[src/verilog/oc_pkg.sv]
`default_nettype none
package oc_pkg;

  // ****************************************
  // Compare mode encodings
  // ****************************************
  localparam logic [2:0] MODE_OFF        = 3'h0;
  localparam logic [2:0] MODE_SS_HIGH    = 3'h1;
  localparam logic [2:0] MODE_SS_LOW     = 3'h2;
  localparam logic [2:0] MODE_TOGGLE     = 3'h3;
  localparam logic [2:0] MODE_DBL_SINGLE = 3'h4;
  localparam logic [2:0] MODE_DBL_CONT   = 3'h5;

  // ****************************************
  // Sizes and reset values
  // ****************************************
  localparam int          CNT_W        = 16;
  localparam int          SRC_W        = 5;
  localparam int          CLK_SRC_N    = 6;
  localparam int          TSEL_W       = 3;
  localparam logic [4:0]  SYNC_OFF     = 5'h00;
  localparam logic [15:0] CNT_RESET    = 16'h0000;
  localparam logic [15:0] CNT_MAX      = 16'hFFFF;

  // Control fields written by software
  typedef struct packed {
    logic [2:0]  mode;            // compare_mode_field
    logic        trig_clear_mode; // trigger_clear_mode
    logic [2:0]  tb_sel;          // time_base_select
    logic        trig_sel;        // trigger_mode_select
    logic [4:0]  sync_sel;        // sync_source_select
    logic        cascade;         // cascade_enable
  } ctrl_t;

  // Output state
  typedef struct packed {
    logic        pin;
    logic        irq;
    logic        armed;
    logic        rollover;
  } stat_t;

endpackage
`default_nettype wire

[src/verilog/output_compare_dedicated_timer.sv]
// What this block does
// - Free-running counter wraps FFFF to 0000
// - Match on either compare value gives event
// - Sync mode: run when enabled, sync resets
// - Trigger mode: counter held until trigger
// - Zero sync select means free-running
// - Trigger select bit picks trigger mode
// - 31 event sources, 6 clock sources
// - Odd module low half, even high
// - Odd rollover increments even counter
// - Default state, primary match flips pin
// - Double modes: secondary match restores default
// - Flag on primary single, secondary double
// - Single-shot once; control rewrite re-arms
// - Continuous mode runs until disabled
// - Trigger start after trigger event or software status set
// - Clear mode: secondary match clears status
// - Modes 001, 010, 011 pin behaviour
// - Modes 100, 101 pulses; 000 disables
`timescale 1ns/1ps
`default_nettype none
module output_compare_dedicated_timer
  import oc_pkg::*;
#(
  parameter logic LOW_HALF = 1'b0 // Set in the odd module of a cascaded pair
)
(
  input  wire logic                 mclk,          // System clock
  input  wire logic                 rst_n,         // Async reset, active low
  input  wire ctrl_t                ctrl,          // Control fields
  input  wire logic                 ctrl_one_wr,   // Pulse: control one rewritten
  input  wire logic                 trig_set_sw,   // Pulse: software sets trigger status
  input  wire logic                 trig_clr_sw,   // Pulse: software clears trigger status
  input  wire logic [CNT_W-1:0]     primary_compare_value,   // Primary compare
  input  wire logic [CNT_W-1:0]     secondary_compare_value, // Secondary compare
  input  wire logic [CLK_SRC_N-1:0] tb_tick,       // Time-base count enables
  input  wire logic [CLK_SRC_N-1:0] tb_run,        // Time-base enabled levels
  input  wire logic [31:1]          src_event,     // Sync/trigger event pulses
  input  wire logic                 cascade_carry, // Rollover from odd partner
  output logic      [CNT_W-1:0]     channel_counter, // Counter value
  output logic                      compare_output_pin, // Compare output
  output logic                      compare_interrupt_flag, // One-cycle flag pulse
  output logic                      trigger_armed_status, // Trigger status
  output logic                      rollover_out   // Pulse: counter wrapped
);

  // ****************************************
  // Mode decoding
  // ****************************************
  // Compare modes 001 to 101; the PWM codes are not handled and stay idle
  function automatic logic compare_mode(input logic [2:0] m);
    return (m != MODE_OFF) && (m <= MODE_DBL_CONT);
  endfunction

  // Single compare modes, where the flag follows the primary match
  function automatic logic single_mode(input logic [2:0] m);
    return (m != MODE_OFF) && (m <= MODE_TOGGLE);
  endfunction

  // ****************************************
  // Source selection
  // ****************************************
  logic tick;
  logic run;
  logic ev;
  logic free_run;

  // Chosen clock source and event source
  always_comb
  begin
    tick     = (ctrl.tb_sel < TSEL_W'(CLK_SRC_N)) ? tb_tick[ctrl.tb_sel] : 1'b0;
    run      = (ctrl.tb_sel < TSEL_W'(CLK_SRC_N)) ? tb_run[ctrl.tb_sel] : 1'b0;
    ev       = (ctrl.sync_sel != SYNC_OFF) ? src_event[ctrl.sync_sel] : 1'b0;
    free_run = (ctrl.sync_sel == SYNC_OFF);
  end

  // ****************************************
  // Counter and trigger status
  // ****************************************
  logic [CNT_W-1:0] cnt_q, cnt_d;
  logic             armed_q, armed_d;
  logic             roll_q, roll_d;
  logic             enabled;
  logic             step;
  logic             match_p;
  logic             match_s;

  always_comb
  begin
    enabled = (ctrl.mode != MODE_OFF) && run;
    // Upper half of a cascaded pair counts on the lower half's wrap;
    // the lower half keeps its own time base and reports its wraps
    step    = (ctrl.cascade && !LOW_HALF) ? cascade_carry : tick;
    match_p = enabled && (cnt_q == primary_compare_value);
    match_s = enabled && (cnt_q == secondary_compare_value);
    cnt_d   = cnt_q;
    roll_d  = 1'b0;
    armed_d = armed_q;
    // Status set wins over any clear in the same cycle
    if (trig_clr_sw || (ctrl.trig_clear_mode && match_s))
      armed_d = 1'b0;
    if (trig_set_sw || (!free_run && ctrl.trig_sel && ev))
      armed_d = 1'b1;
    if (!enabled)
      cnt_d = CNT_RESET;
    else if (!free_run && !ctrl.trig_sel && ev)
      cnt_d = CNT_RESET;
    else if (!free_run && ctrl.trig_sel && !armed_q)
      cnt_d = CNT_RESET;
    else if (step)
    begin
      cnt_d  = cnt_q + 16'h0001;
      // Only the upper half of a pair keeps its wrap to itself
      roll_d = (cnt_q == CNT_MAX) && (LOW_HALF || !ctrl.cascade);
    end
  end

  always_ff @(posedge mclk or negedge rst_n)
  begin
    if (!rst_n)
    begin
      cnt_q   <= CNT_RESET;
      armed_q <= 1'b0;
      roll_q  <= 1'b0;
    end
    else
    begin
      cnt_q   <= cnt_d;
      armed_q <= armed_d;
      roll_q  <= roll_d;
    end
  end

  // ****************************************
  // Output pin state machine
  // ****************************************
  typedef enum logic [2:0] {
    ST_IDLE = 3'b001, // Waiting for primary match; pin at default except in toggle mode, which flips it here
    ST_ACT  = 3'b010, // Pin at opposite state
    ST_DONE = 3'b100  // Single shot finished
  } pin_st_t;

  pin_st_t    st_q, st_d;
  logic       pin_q, pin_d;
  logic       irq_q, irq_d;
  logic [2:0] mode_q;
  logic       dflt;

  always_comb
  begin
    dflt  = (ctrl.mode == MODE_SS_LOW);
    st_d  = st_q;
    pin_d = pin_q;
    irq_d = 1'b0;
    if (!compare_mode(ctrl.mode) || ctrl.mode != mode_q || ctrl_one_wr)
    begin
      st_d  = ST_IDLE;
      pin_d = dflt;
    end
    else
    begin
      case (st_q)
        ST_IDLE:
        begin
          if (match_p)
          begin
            irq_d = single_mode(ctrl.mode);
            if (ctrl.mode == MODE_TOGGLE)
              pin_d = !pin_q;
            else
            begin
              pin_d = !dflt;
              st_d  = (ctrl.mode <= MODE_SS_LOW) ? ST_DONE : ST_ACT;
            end
          end
        end
        ST_ACT:
        begin
          if (match_s)
          begin
            pin_d = dflt;
            irq_d = 1'b1;
            st_d  = (ctrl.mode == MODE_DBL_CONT) ? ST_IDLE : ST_DONE;
          end
        end
        ST_DONE:
          st_d = ST_DONE;
        default:
          st_d = ST_IDLE;
      endcase
    end
  end

  always_ff @(posedge mclk or negedge rst_n)
  begin
    if (!rst_n)
    begin
      st_q   <= ST_IDLE;
      pin_q  <= 1'b0;
      irq_q  <= 1'b0;
      mode_q <= MODE_OFF;
    end
    else
    begin
      st_q   <= st_d;
      pin_q  <= pin_d;
      irq_q  <= irq_d;
      mode_q <= ctrl.mode;
    end
  end

  // Outputs straight from flip-flops
  assign channel_counter        = cnt_q;
  assign compare_output_pin     = pin_q;
  assign compare_interrupt_flag = irq_q;
  assign trigger_armed_status   = armed_q;
  assign rollover_out           = roll_q;

endmodule
`default_nettype wire

[config.mk]
export PLATFORM = sky130hd
export DESIGN_NAME = output_compare_dedicated_timer
export DESIGN_NICKNAME = d
export VERILOG_FILES = /design/src/verilog/oc_pkg.sv /design/src/verilog/output_compare_dedicated_timer.sv
export SDC_FILE = /design/constraint.sdc
export NUM_CORES = 1
export LEC_CHECK = 0
export BUFFER_PORTS_ARGS = -buffer_cell sky130_fd_sc_hd__buf_2
export CAP_MARGIN = 20
export CELL_PAD_IN_SITES_DETAIL_PLACEMENT = 0
export CELL_PAD_IN_SITES_GLOBAL_PLACEMENT = 1
export CORE_ASPECT_RATIO = 0.8
export CORE_MARGIN = 5
export CORE_UTILIZATION = 33
export CTS_BUF_LIST = sky130_fd_sc_hd__clkbuf_16
export DETAILED_ROUTE_END_ITERATION = 7
export HOLD_SLACK_MARGIN = 0.02
export PLACE_DENSITY = 0.79
export SLEW_MARGIN = 20
export SYNTH_ARGS = -nofsm -noshare
export SYNTH_HDL_FRONTEND = slang
export SYNTH_SLANG_ARGS = --single-unit
[constraint.sdc]
create_clock -name mclk -period 2.6 [get_ports mclk]
set_input_delay 0.26 -clock mclk [delete_from_list [all_inputs] [get_ports mclk]]
set_output_delay 0.26 -clock mclk [all_outputs]
set_load 0.05 [all_outputs]
==> flow_summary.json, run 1 <==
{
  "setup.worst_path.start_class": "register",
  "clkTransAtPathRegs_ns": 0.07,
  "ff2ff_setup_slack_ns": 0.33,
  "area_growth_pct": 30.83,
  "final_cell_mix": "buf_2, nor2_1, xor2_1, dfrtp_1, xnor2_1",
  "setup_viol": 0,
  "fin_area_um2": 2942,
  "die_h_um": 83.83,
  "critPathMostFrequentCell": "a211o_1",
  "dp_hpwl_mm": 5.122,
  "crit_chain": "or3b_1 > a211o_1 > a211o_1 > nor2_1 > mux2_2 > mux2_1",
  "core_um2": 6506,
  "path_max_fanout": 6,
  "synthMuxAreaShare_pct": 13.08,
  "placed_area_um2": 2836,
  "p_int_uw": 845.6,
  "vias": 2144,
  "synthXorXnorAreaFrac_pct": 19.09,
  "boundaryPins": 115,
  "start_util_pct": 34.56,
  "htree_levels": 1,
  "hold_viol_final": 0,
  "seq_power_share_pct": 37.3,
  "synthArstFlopShare_pct": 100.0,
  "gp_congestion": 0.7612,
  "synth-seq-area-share_pct": 28.99,
  "holdBufCountCts": 0,
  "finClkSkew_ns": 0.007821,
  "io_buffers": 114,
  "pwr-share-comb_pct": 22.7,
  "rows": 26,
  "post-route-period-util_pct": 87.18,
  "max_clock_freq_ghz": 0.4412,
  "max_stage_delay_ns": 0.40,
  "synth_fa_ha_area_share_pct": 0.5565,
  "synth_compound_area_share_pct": 9.850,
  "ant_nets": 0,
  "grt_pass1_wl_mm": 9.922,
  "synth_simple_gate_area_share_pct": 22.87,
  "drc": 0,
  "holdCritPathClass": "in2async",
  "synthCells": 241,
  "criticalPathCategory": "reg2reg",
  "yosysUniqueCellTypes": 49,
  "routed_wl_mm": 6.272,
  "cts_made_buffers": 3,
  "final_nets": 443,
  "leakagePower_nw": 1.410,
  "maxSlewViolCount": 0,
  "reg2reg_to": "compare_output_pin",
  "synth_nets": 337,
  "status": "completed",
  "grt_pass1_vias": 2085,
  "grt_usage_pct": 14.18,
  "cts_max_path_buffers": 2,
  "synthFlopType": "dfrtp_1",
  "fin_cells": 430,
  "cts_sinks": 26,
  "finalCoreUtilization_pct": 45.21,
  "final_common_cell": "buf_2",
  "p_clk_share_pct": 40.0,
  "p_total_mw": 1.122,
  "fin_crit_ns": 2.267,
  "cts_resized": 0,
  "switching_power_uw": 276.1,
  "cts_tree": "built",
  "dieArea_um2": 8575,
  "root_buffer": "clkbuf_16",
  "grt_antenna_before_repair": 0,
  "cp_slowest_cell": "dfrtp_1",
  "power_density_nw_per_um2": 381.3,
  "gr-total-overflow": 0,
  "dp_cells": 426,
  "synthesis.area_um2": 2248,
  "r2r-start": "mode_q[0]",
  "diodes": 0,
  "synth_top_family_by_area": "simple AND/OR/NAND/NOR gates",
  "rsz0062_at_grt": "no",
  "drt_iter0_markers": 62,
  "switching_share_pct": 24.62,
  "cp_data_required_time_ns": 2.74,
  "ir_drop_mv": 0.3037,
  "die_w_um": 102.3,
  "firstDrtPassIters": 4,
  "drive_above_1_share_pct": 41.04,
  "ys_warn_count": 0,
  "viasPerCell": 4.986,
  "endpoint_kind": "register",
  "grt_max_degree": 27,
  "ys_seq_elements": 26,
  "relSlewSlack_pct": 60.10,
  "maxCapViolations": 0,
  "synth_edf_count": 0,
  "avgSynthCellArea_um2": 9.329,
  "wl_per_cell_um": 14.59,
  "cts_setup_buffers": 0,
  "worst_pin_slew_ns": 0.5984,
  "worstPathArrival_ns": 2.40,
  "r2r_cells": 6,
  "insertion_delay_ns": 0.26,
  "fin_setup_tns_ns": 0
}
-- stage by stage --
| step | setup WS (ns) | hold slack [ns] |
|---|---|---|
| after global placement | 0.3172 | 0.3071 |
| after global routing | 0.2348 | 0.06688 |
| after floorplan | 0.3790 | -0.03559 |
| after detailed placement | 0.2532 | 0.3057 |
| final | 0.3334 | 0.002441 |
| after CTS | 0.3248 | 0.02705 |
-- worst max path at each step --
stage	to	slack, ns	cells after the start	start
6_report	compare_output_pin	0.33	6	mode_q[0]
5_1_grt	compare_output_pin	0.23	6	mode_q[0]
4_1_cts	compare_output_pin	0.32	6	mode_q[0]
3_5_place_dp	compare_output_pin	0.25	7	ctrl[13]
3_3_place_gp	compare_output_pin	0.32	7	ctrl[11]
2_1_floorplan	compare_output_pin	0.38	7	channel_counter[0]
-- logic make-up (layout without fill, tap and decap cells) --
logic type,Yosys count,in the layout
compound gates,28,28
xor+xnor,49,49
fa+ha+maj,1,1
buf+inv,20,125
flops,26,26
mux,22,22
simple gates,95,95
-- sequential cells by signal (all words and copies together) (netlist names) --
signal and cells:
trigger_armed_status 1, mode_q 3, st_q 3, compare_interrupt_flag 1, rollover_out 1, channel_counter 16
compare_output_pin 1
-- Yosys cell counts, types with 4 or more instances --
library cell / n / area [um2]
xnor2_1: 22 / 192.7
nor2_1: 29 / 108.9
clkbuf_1: 7 / 26.28
a21oi_1: 8 / 40.04
nor2b_1: 4 / 25.02
mux4_2: 5 / 112.6
nand4_1: 15 / 93.84
xor2_1: 27 / 236.5
and3_1: 6 / 37.54
inv_1: 4 / 15.01
mux2i_1: 8 / 80.08
nand3_1: 6 / 30.03
mux2_2: 8 / 90.09
nand2_1: 10 / 37.54
nor4_1: 6 / 37.54
dfrtp_1: 25 / 625.6
-- per-layer routing --
layer / global-route usage, % / up-vias / wire [um]
met5: 0 / - / 0
met4: 2.265 / 0 / 40
met3: 2.924 / 2 / 556
met2: 22.77 / 77 / 2860
met1: 19.84 / 988 / 2815
li1: - / 1077 / -
-- critical path, delay by kind of cell, from the launching register on --
| kind | cells | cell delay [ns] |
|---|---|---|
| AND/OR/NAND/NOR | 2 | 0.51 |
| AO/OA/AOI/OAI | 2 | 0.62 |
| flip-flops | 1 | 0.40 |
| multiplexers | 2 | 0.62 |
-- power groups by stage --
stage	Sequential, mW	Clock, mW	Combinational (mW)
6_report	0.419	0.449	0.254
5_1_grt	0.420	0.477	0.282
4_1_cts	0.419	0.460	0.258
3_5_place_dp	0.427	0	0.257
3_3_place_gp	0.427	0	0.253
2_1_floorplan	0.437	0	0.146
-- final cells by class --
| type | instances | area [um2] |
|---|---|---|
| Tap cell | 84 | 105.1 |
| Sequential cell | 26 | 651.9 |
| Inverter | 4 | 15.01 |
| Clock buffer | 3 | 75.07 |
| Clock inverter | 1 | 30.03 |
| Multi-Input combinational cell | 195 | 1471 |
| Fill cell | 650 | 3565 |
| Timing Repair Buffer | 117 | 593.1 |
(Power assumes the default switching activity.)
==> run 2, diff against run 1 <==
--- a/config.mk
+++ b/config.mk
@@ -16,6 +16,7 @@
 export DETAILED_ROUTE_END_ITERATION = 7
 export HOLD_SLACK_MARGIN = 0.02
 export PLACE_DENSITY = 0.79
+export REMOVE_ABC_BUFFERS = 1
 export SLEW_MARGIN = 20
 export SYNTH_ARGS = -nofsm -noshare
 export SYNTH_HDL_FRONTEND = slang
==> run 2 against run 1 <==
Against the previous run:
- worst setup slack improved by 0.015 ns
- global-route usage rose by 0.56 points
- flip-flop and latch count did not move
- non-clock buffer count rose by 1
- maximum frequency rose by 0.66%
- sequential share of layout area fell by 0.056 points
- wire length rose by 0.40%
- via count fell by 0.65%
- clock skew fell by 0.0024 ns
- largest cell class unchanged
- largest power group unchanged
==> flow_summary.json, run 2 (synthesis results as in run 1) <==
{
  "status": "completed",
  "leakagePower_nw": 1.415,
  "viasPerCell": 4.942,
  "maxSlewViolCount": 0,
  "dp_hpwl_mm": 5.165,
  "maxCapViolations": 0,
  "cts_resized": 0,
  "largest_reg_flops": 16,
  "fin_setup_tns_ns": 0,
  "vias": 2130,
  "diodes": 0,
  "core_um2": 6506,
  "area_growth_pct": 31.16,
  "endpoint_kind": "register",
  "die_h_um": 83.83,
  "cts_made_buffers": 3,
  "critPathMostFrequentCell": "a211o_1",
  "placed_area_um2": 2844,
  "post-route-period-util_pct": 86.60,
  "final_common_cell": "buf_2",
  "drt_iter0_markers": 80,
  "ir_drop_mv": 0.3159,
  "finClkSkew_ns": 0.005382,
  "dieArea_um2": 8575,
  "cp_slowest_cell": "dfrtp_1",
  "setup_ws_ns": 0.3484,
  "worst_pin_slew_ns": 0.6160,
  "cp_data_required_time_ns": 2.74,
  "start_util_pct": 34.56,
  "die_w_um": 102.3,
  "drive_above_1_share_pct": 41.21,
  "insertion_delay_ns": 0.26,
  "firstDrtPassIters": 4,
  "rsz0062_at_grt": "no",
  "clkTransAtPathRegs_ns": 0.07,
  "hold_ws_ns": 0.004286,
  "fin_crit_ns": 2.252,
  "path_max_fanout": 6,
  "relSlewSlack_pct": 58.93,
  "cts_setup_buffers": 0,
  "regArea_um2": 651.9,
  "gr-total-overflow": 0,
  "crit_family": "compound AO/OA/AOI/OAI gates",
  "final_nets": 444,
  "holdBufCountCts": 0,
  "grt_max_degree": 27,
  "criticalPathCategory": "reg2reg",
  "hold_viol_final": 0,
  "cts_max_path_buffers": 2,
  "max_clock_freq_ghz": 0.4441,
  "drc": 0,
  "power_density_nw_per_um2": 382.1,
  "final_cell_mix": "buf_2, nor2_1, xor2_1, dfrtp_1, xnor2_1",
  "crit_chain": "or3b_1 > a211o_1 > a211o_1 > nor2_1 > mux2_2 > mux2_1",
  "wl_per_cell_um": 14.61,
  "rows": 26,
  "multi_input_area_um2": 1471,
  "cts_tree": "built",
  "cts_sinks": 26,
  "root_buffer": "clkbuf_16",
  "setup_viol": 0,
  "boundaryPins": 115,
  "routed_wl_mm": 6.297,
  "fill_cells": 678,
  "gp_congestion": 0.7871,
  "grt_usage_pct": 14.73,
  "worstPathArrival_ns": 2.39,
  "critPathBufInv": 0,
  "htree_levels": 1,
  "p_total_mw": 1.127,
  "grt_pass1_wl_mm": 10.35,
  "fin_area_um2": 2949,
  "post-place-ws_ns": 0.2667,
  "io_buffers": 114,
  "grt_pass1_vias": 2170,
  "setup.worst_path.start_class": "register",
  "holdCritPathClass": "in2async",
  "max_stage_delay_ns": 0.40,
  "ant_nets": 0,
  "grt_antenna_before_repair": 0
}
-- run 2: cell type report --
class | count | area share, %
Timing Repair Buffer | 118 | 20.36
Tap cell | 84 | 3.564
Sequential cell | 26 | 22.10
Clock buffer | 3 | 2.546
Multi-Input combinational cell | 195 | 49.89
Clock inverter | 1 | 1.018
Inverter | 4 | 0.5091
-- run 2: power breakdown --
part / total, mW / leakage [nW] / switching (mW) / internal, mW
combinational: 0.259 / 1.02 / 0.129 / 0.130
sequential: 0.417 / 0.348 / 0.00626 / 0.411
clock: 0.451 / 0.0511 / 0.144 / 0.306
-- run 2: routing by layer --
layer  part of all wire [%]  wire, um  GRT usage (%)
met2                     45      2836          24.07
met4                   0.64        40          2.145
met5                      0         0              0
met1                     46      2866          20.44
met3                    8.8       554          2.924
-- run 2: worst reg2reg max path, delay by kind of cell, from the launching register on --
kind | cells | cell delay, ns
multiplexers | 2 | 0.61
AO/OA/AOI/OAI | 2 | 0.63
AND/OR/NAND/NOR | 2 | 0.49
flip-flops | 1 | 0.40
-- run 2: worst paths after layout --
| kind | from | endpoint | slack, ns | cells after the start |
|---|---|---|---|---|
| setup reg to reg | mode_q[0] | compare_output_pin | 0.35 | 6 |
| min in group mclk | trig_set_sw | trigger_armed_status | 0.20 | 2 |
| max in group asynchronous | rst_n | compare_output_pin | 2.18 | 1 |
| setup / recovery | mode_q[0] | compare_output_pin | 0.35 | 6 |
| hold / removal | rst_n | channel_counter[13] | 0.004 | 1 |
| hold reg to reg | compare_output_pin | compare_output_pin | 0.52 | 1 |
-- run 2: per-stage QoR --
stage	util, %	instances
floorplan	-	225
global placement	43.71	427
detailed placement	43.71	427
finish	45.33	431
CTS	45.33	431
global route	45.33	431
==> run 3, diff against run 2 <==
--- a/config.mk
+++ b/config.mk
@@ -9,7 +9,7 @@
 export CAP_MARGIN = 20
 export CELL_PAD_IN_SITES_DETAIL_PLACEMENT = 0
 export CELL_PAD_IN_SITES_GLOBAL_PLACEMENT = 1
-export CORE_ASPECT_RATIO = 0.8
+export CORE_ASPECT_RATIO = 1.75
 export CORE_MARGIN = 5
 export CORE_UTILIZATION = 33
 export CTS_BUF_LIST = sky130_fd_sc_hd__clkbuf_16
==> run 3 against run 2 <==
Against the previous run:
- the run now ends with hold timing left
- non-clock buffer count is 1 lower
- critical path depth did not move
- worst hold slack got worse by 0.0048 ns
- clock skew increased by 0.00070 ns
- clock-buffer cell count is the same
- design area is 1.2% lower
- critical path type unchanged
- largest cell class unchanged
- sequential power barely moved
- core utilization is 1.1 points lower
- register-to-register slack barely moved
- first-iteration DRC count decreased by 1.3%
- combinational power hardly changed
==> flow_summary.json, run 3 (synthesis results as in run 1) <==
{
  "grt_usage_pct": 15.78,
  "p_total_mw": 1.030,
  "grt_pass1_vias": 2270,
  "worstPathArrival_ns": 2.38,
  "cts_sinks": 26,
  "routed_wl_mm": 6.767,
  "setup.worst_path.start_class": "register",
  "final_nets": 443,
  "finalCoreUtilization_pct": 44.22,
  "cts_setup_buffers": 0,
  "largest_reg_flops": 16,
  "maxSlewViolCount": 0,
  "rsz0062_at_grt": "no",
  "drc": 0,
  "final_common_cell": "buf_2",
  "ant_nets": 0,
  "power_density_nw_per_um2": 353.7,
  "endpoint_kind": "register",
  "worst_pin_slew_ns": 0.6127,
  "vias": 2222,
  "criticalPathCategory": "reg2reg",
  "fin_crit_ns": 2.239,
  "ff2ff_setup_slack_ns": 0.36,
  "leakagePower_nw": 1.401,
  "fin_area_um2": 2913,
  "setup_viol": 0,
  "firstDrtPassIters": 4,
  "cts_max_path_buffers": 2,
  "die_h_um": 119.2,
  "viasPerCell": 5.192,
  "crit_chain": "or3b_1 > a211o_1 > a211o_1 > nor2_1 > mux2_2 > mux2_1",
  "final_cell_mix": "buf_2, nor2_1, xor2_1, dfrtp_1, xnor2_1",
  "diodes": 0,
  "holdCritPathClass": "in2async",
  "r2r-start": "mode_q[0]",
  "cp_data_required_time_ns": 2.75,
  "status": "finished, violations left",
  "dp_hpwl_mm": 5.506,
  "max_clock_freq_ghz": 0.4465,
  "grt_max_degree": 27,
  "path_max_fanout": 6,
  "finClkSkew_ns": 0.006085,
  "relSlewSlack_pct": 59.15,
  "reg2reg_to": "compare_output_pin",
  "boundaryPins": 115,
  "crit_family": "compound AO/OA/AOI/OAI gates",
  "gp_congestion": 0.7767,
  "fin_setup_tns_ns": 0,
  "dieArea_um2": 8629,
  "cts_resized": 0,
  "drive_above_1_share_pct": 40.75,
  "cp_slowest_cell": "dfrtp_1",
  "maxCapViolations": 0,
  "area_growth_pct": 29.55,
  "core_um2": 6588,
  "max_stage_delay_ns": 0.40,
  "root_buffer": "clkbuf_16",
  "rows": 39,
  "ir_drop_mv": 0.2331,
  "hold_viol_final": 1,
  "fin_cells": 428,
  "holdBufCountCts": 0,
  "setup_ws_ns": 0.3606,
  "grt_antenna_before_repair": 0,
  "cts_made_buffers": 3,
  "htree_levels": 1,
  "die_w_um": 72.40,
  "r2r_cells": 6,
  "critPathBufInv": 0,
  "critPathMostFrequentCell": "a211o_1",
  "wl_per_cell_um": 15.81,
  "hold_ws_ns": -0.0004745,
  "post-route-period-util_pct": 86.13,
  "insertion_delay_ns": 0.26,
  "placed_area_um2": 2834,
  "start_util_pct": 34.13,
  "grt_pass1_wl_mm": 10.78,
  "post-place-ws_ns": 0.2835,
  "cts_tree": "built",
  "violations": "hold timing",
  "io_buffers": 114,
  "clkTransAtPathRegs_ns": 0.07,
  "gr-total-overflow": 0,
  "fill_cells": 703,
  "drt_iter0_markers": 79,
  "dp_cells": 424
}
## run 3: changes by cell type in the layout (fill, tap and decap cells not counted)
cell	before	now
bufinv_16	1	0
inv_1	4	5
buf_4	4	3
## run 3: layout make-up
type	count	area (um2)	share of cell area (%)
Clock buffer	3	75.07	2.577
Clock inverter	1	3.754	0.1289
Inverter	4	15.01	0.5155
Multi-Input combinational cell	195	1471	50.52
Sequential cell	26	651.9	22.38
Tap cell	82	102.6	3.522
Timing Repair Buffer	117	593.1	20.36
## run 3: worst register-to-register path, stage by stage, from the launching register on
cell     delay (ns)
dfrtp_1        0.40
or3b_1         0.35
a211o_1        0.26
a211o_1        0.37
nor2_1         0.14
mux2_2         0.33
mux2_1         0.27
## run 3: where the power goes
| part | total (mW) | switching (mW) | internal (mW) | leakage, nW |
|---|---|---|---|---|
| registers | 0.419 | 0.00850 | 0.411 | 0.348 |
| clock network | 0.355 | 0.148 | 0.206 | 0.0423 |
| logic | 0.256 | 0.128 | 0.129 | 1.01 |
## run 3: layer usage
metal	up-vias	GRT usage [%]	routed length (um)
met2	78	29.28	3641
met5	-	0	0
met4	0	4.734	130
met3	9	2.108	409
li1	1078	-	-
met1	1057	18.23	2585
## run 3: worst max path at each step
stage / startpoint / endpoint / slack, ns / cells past startpoint
floorplan: mode_q[0] / compare_output_pin / 0.45 / 6
global placement: ctrl[11] / compare_output_pin / 0.33 / 7
detailed placement: ctrl[11] / compare_output_pin / 0.28 / 7
CTS: mode_q[0] / compare_output_pin / 0.35 / 6
global route: channel_counter[0] / st_q[2] / 0.22 / 7
finish: mode_q[0] / compare_output_pin / 0.36 / 6
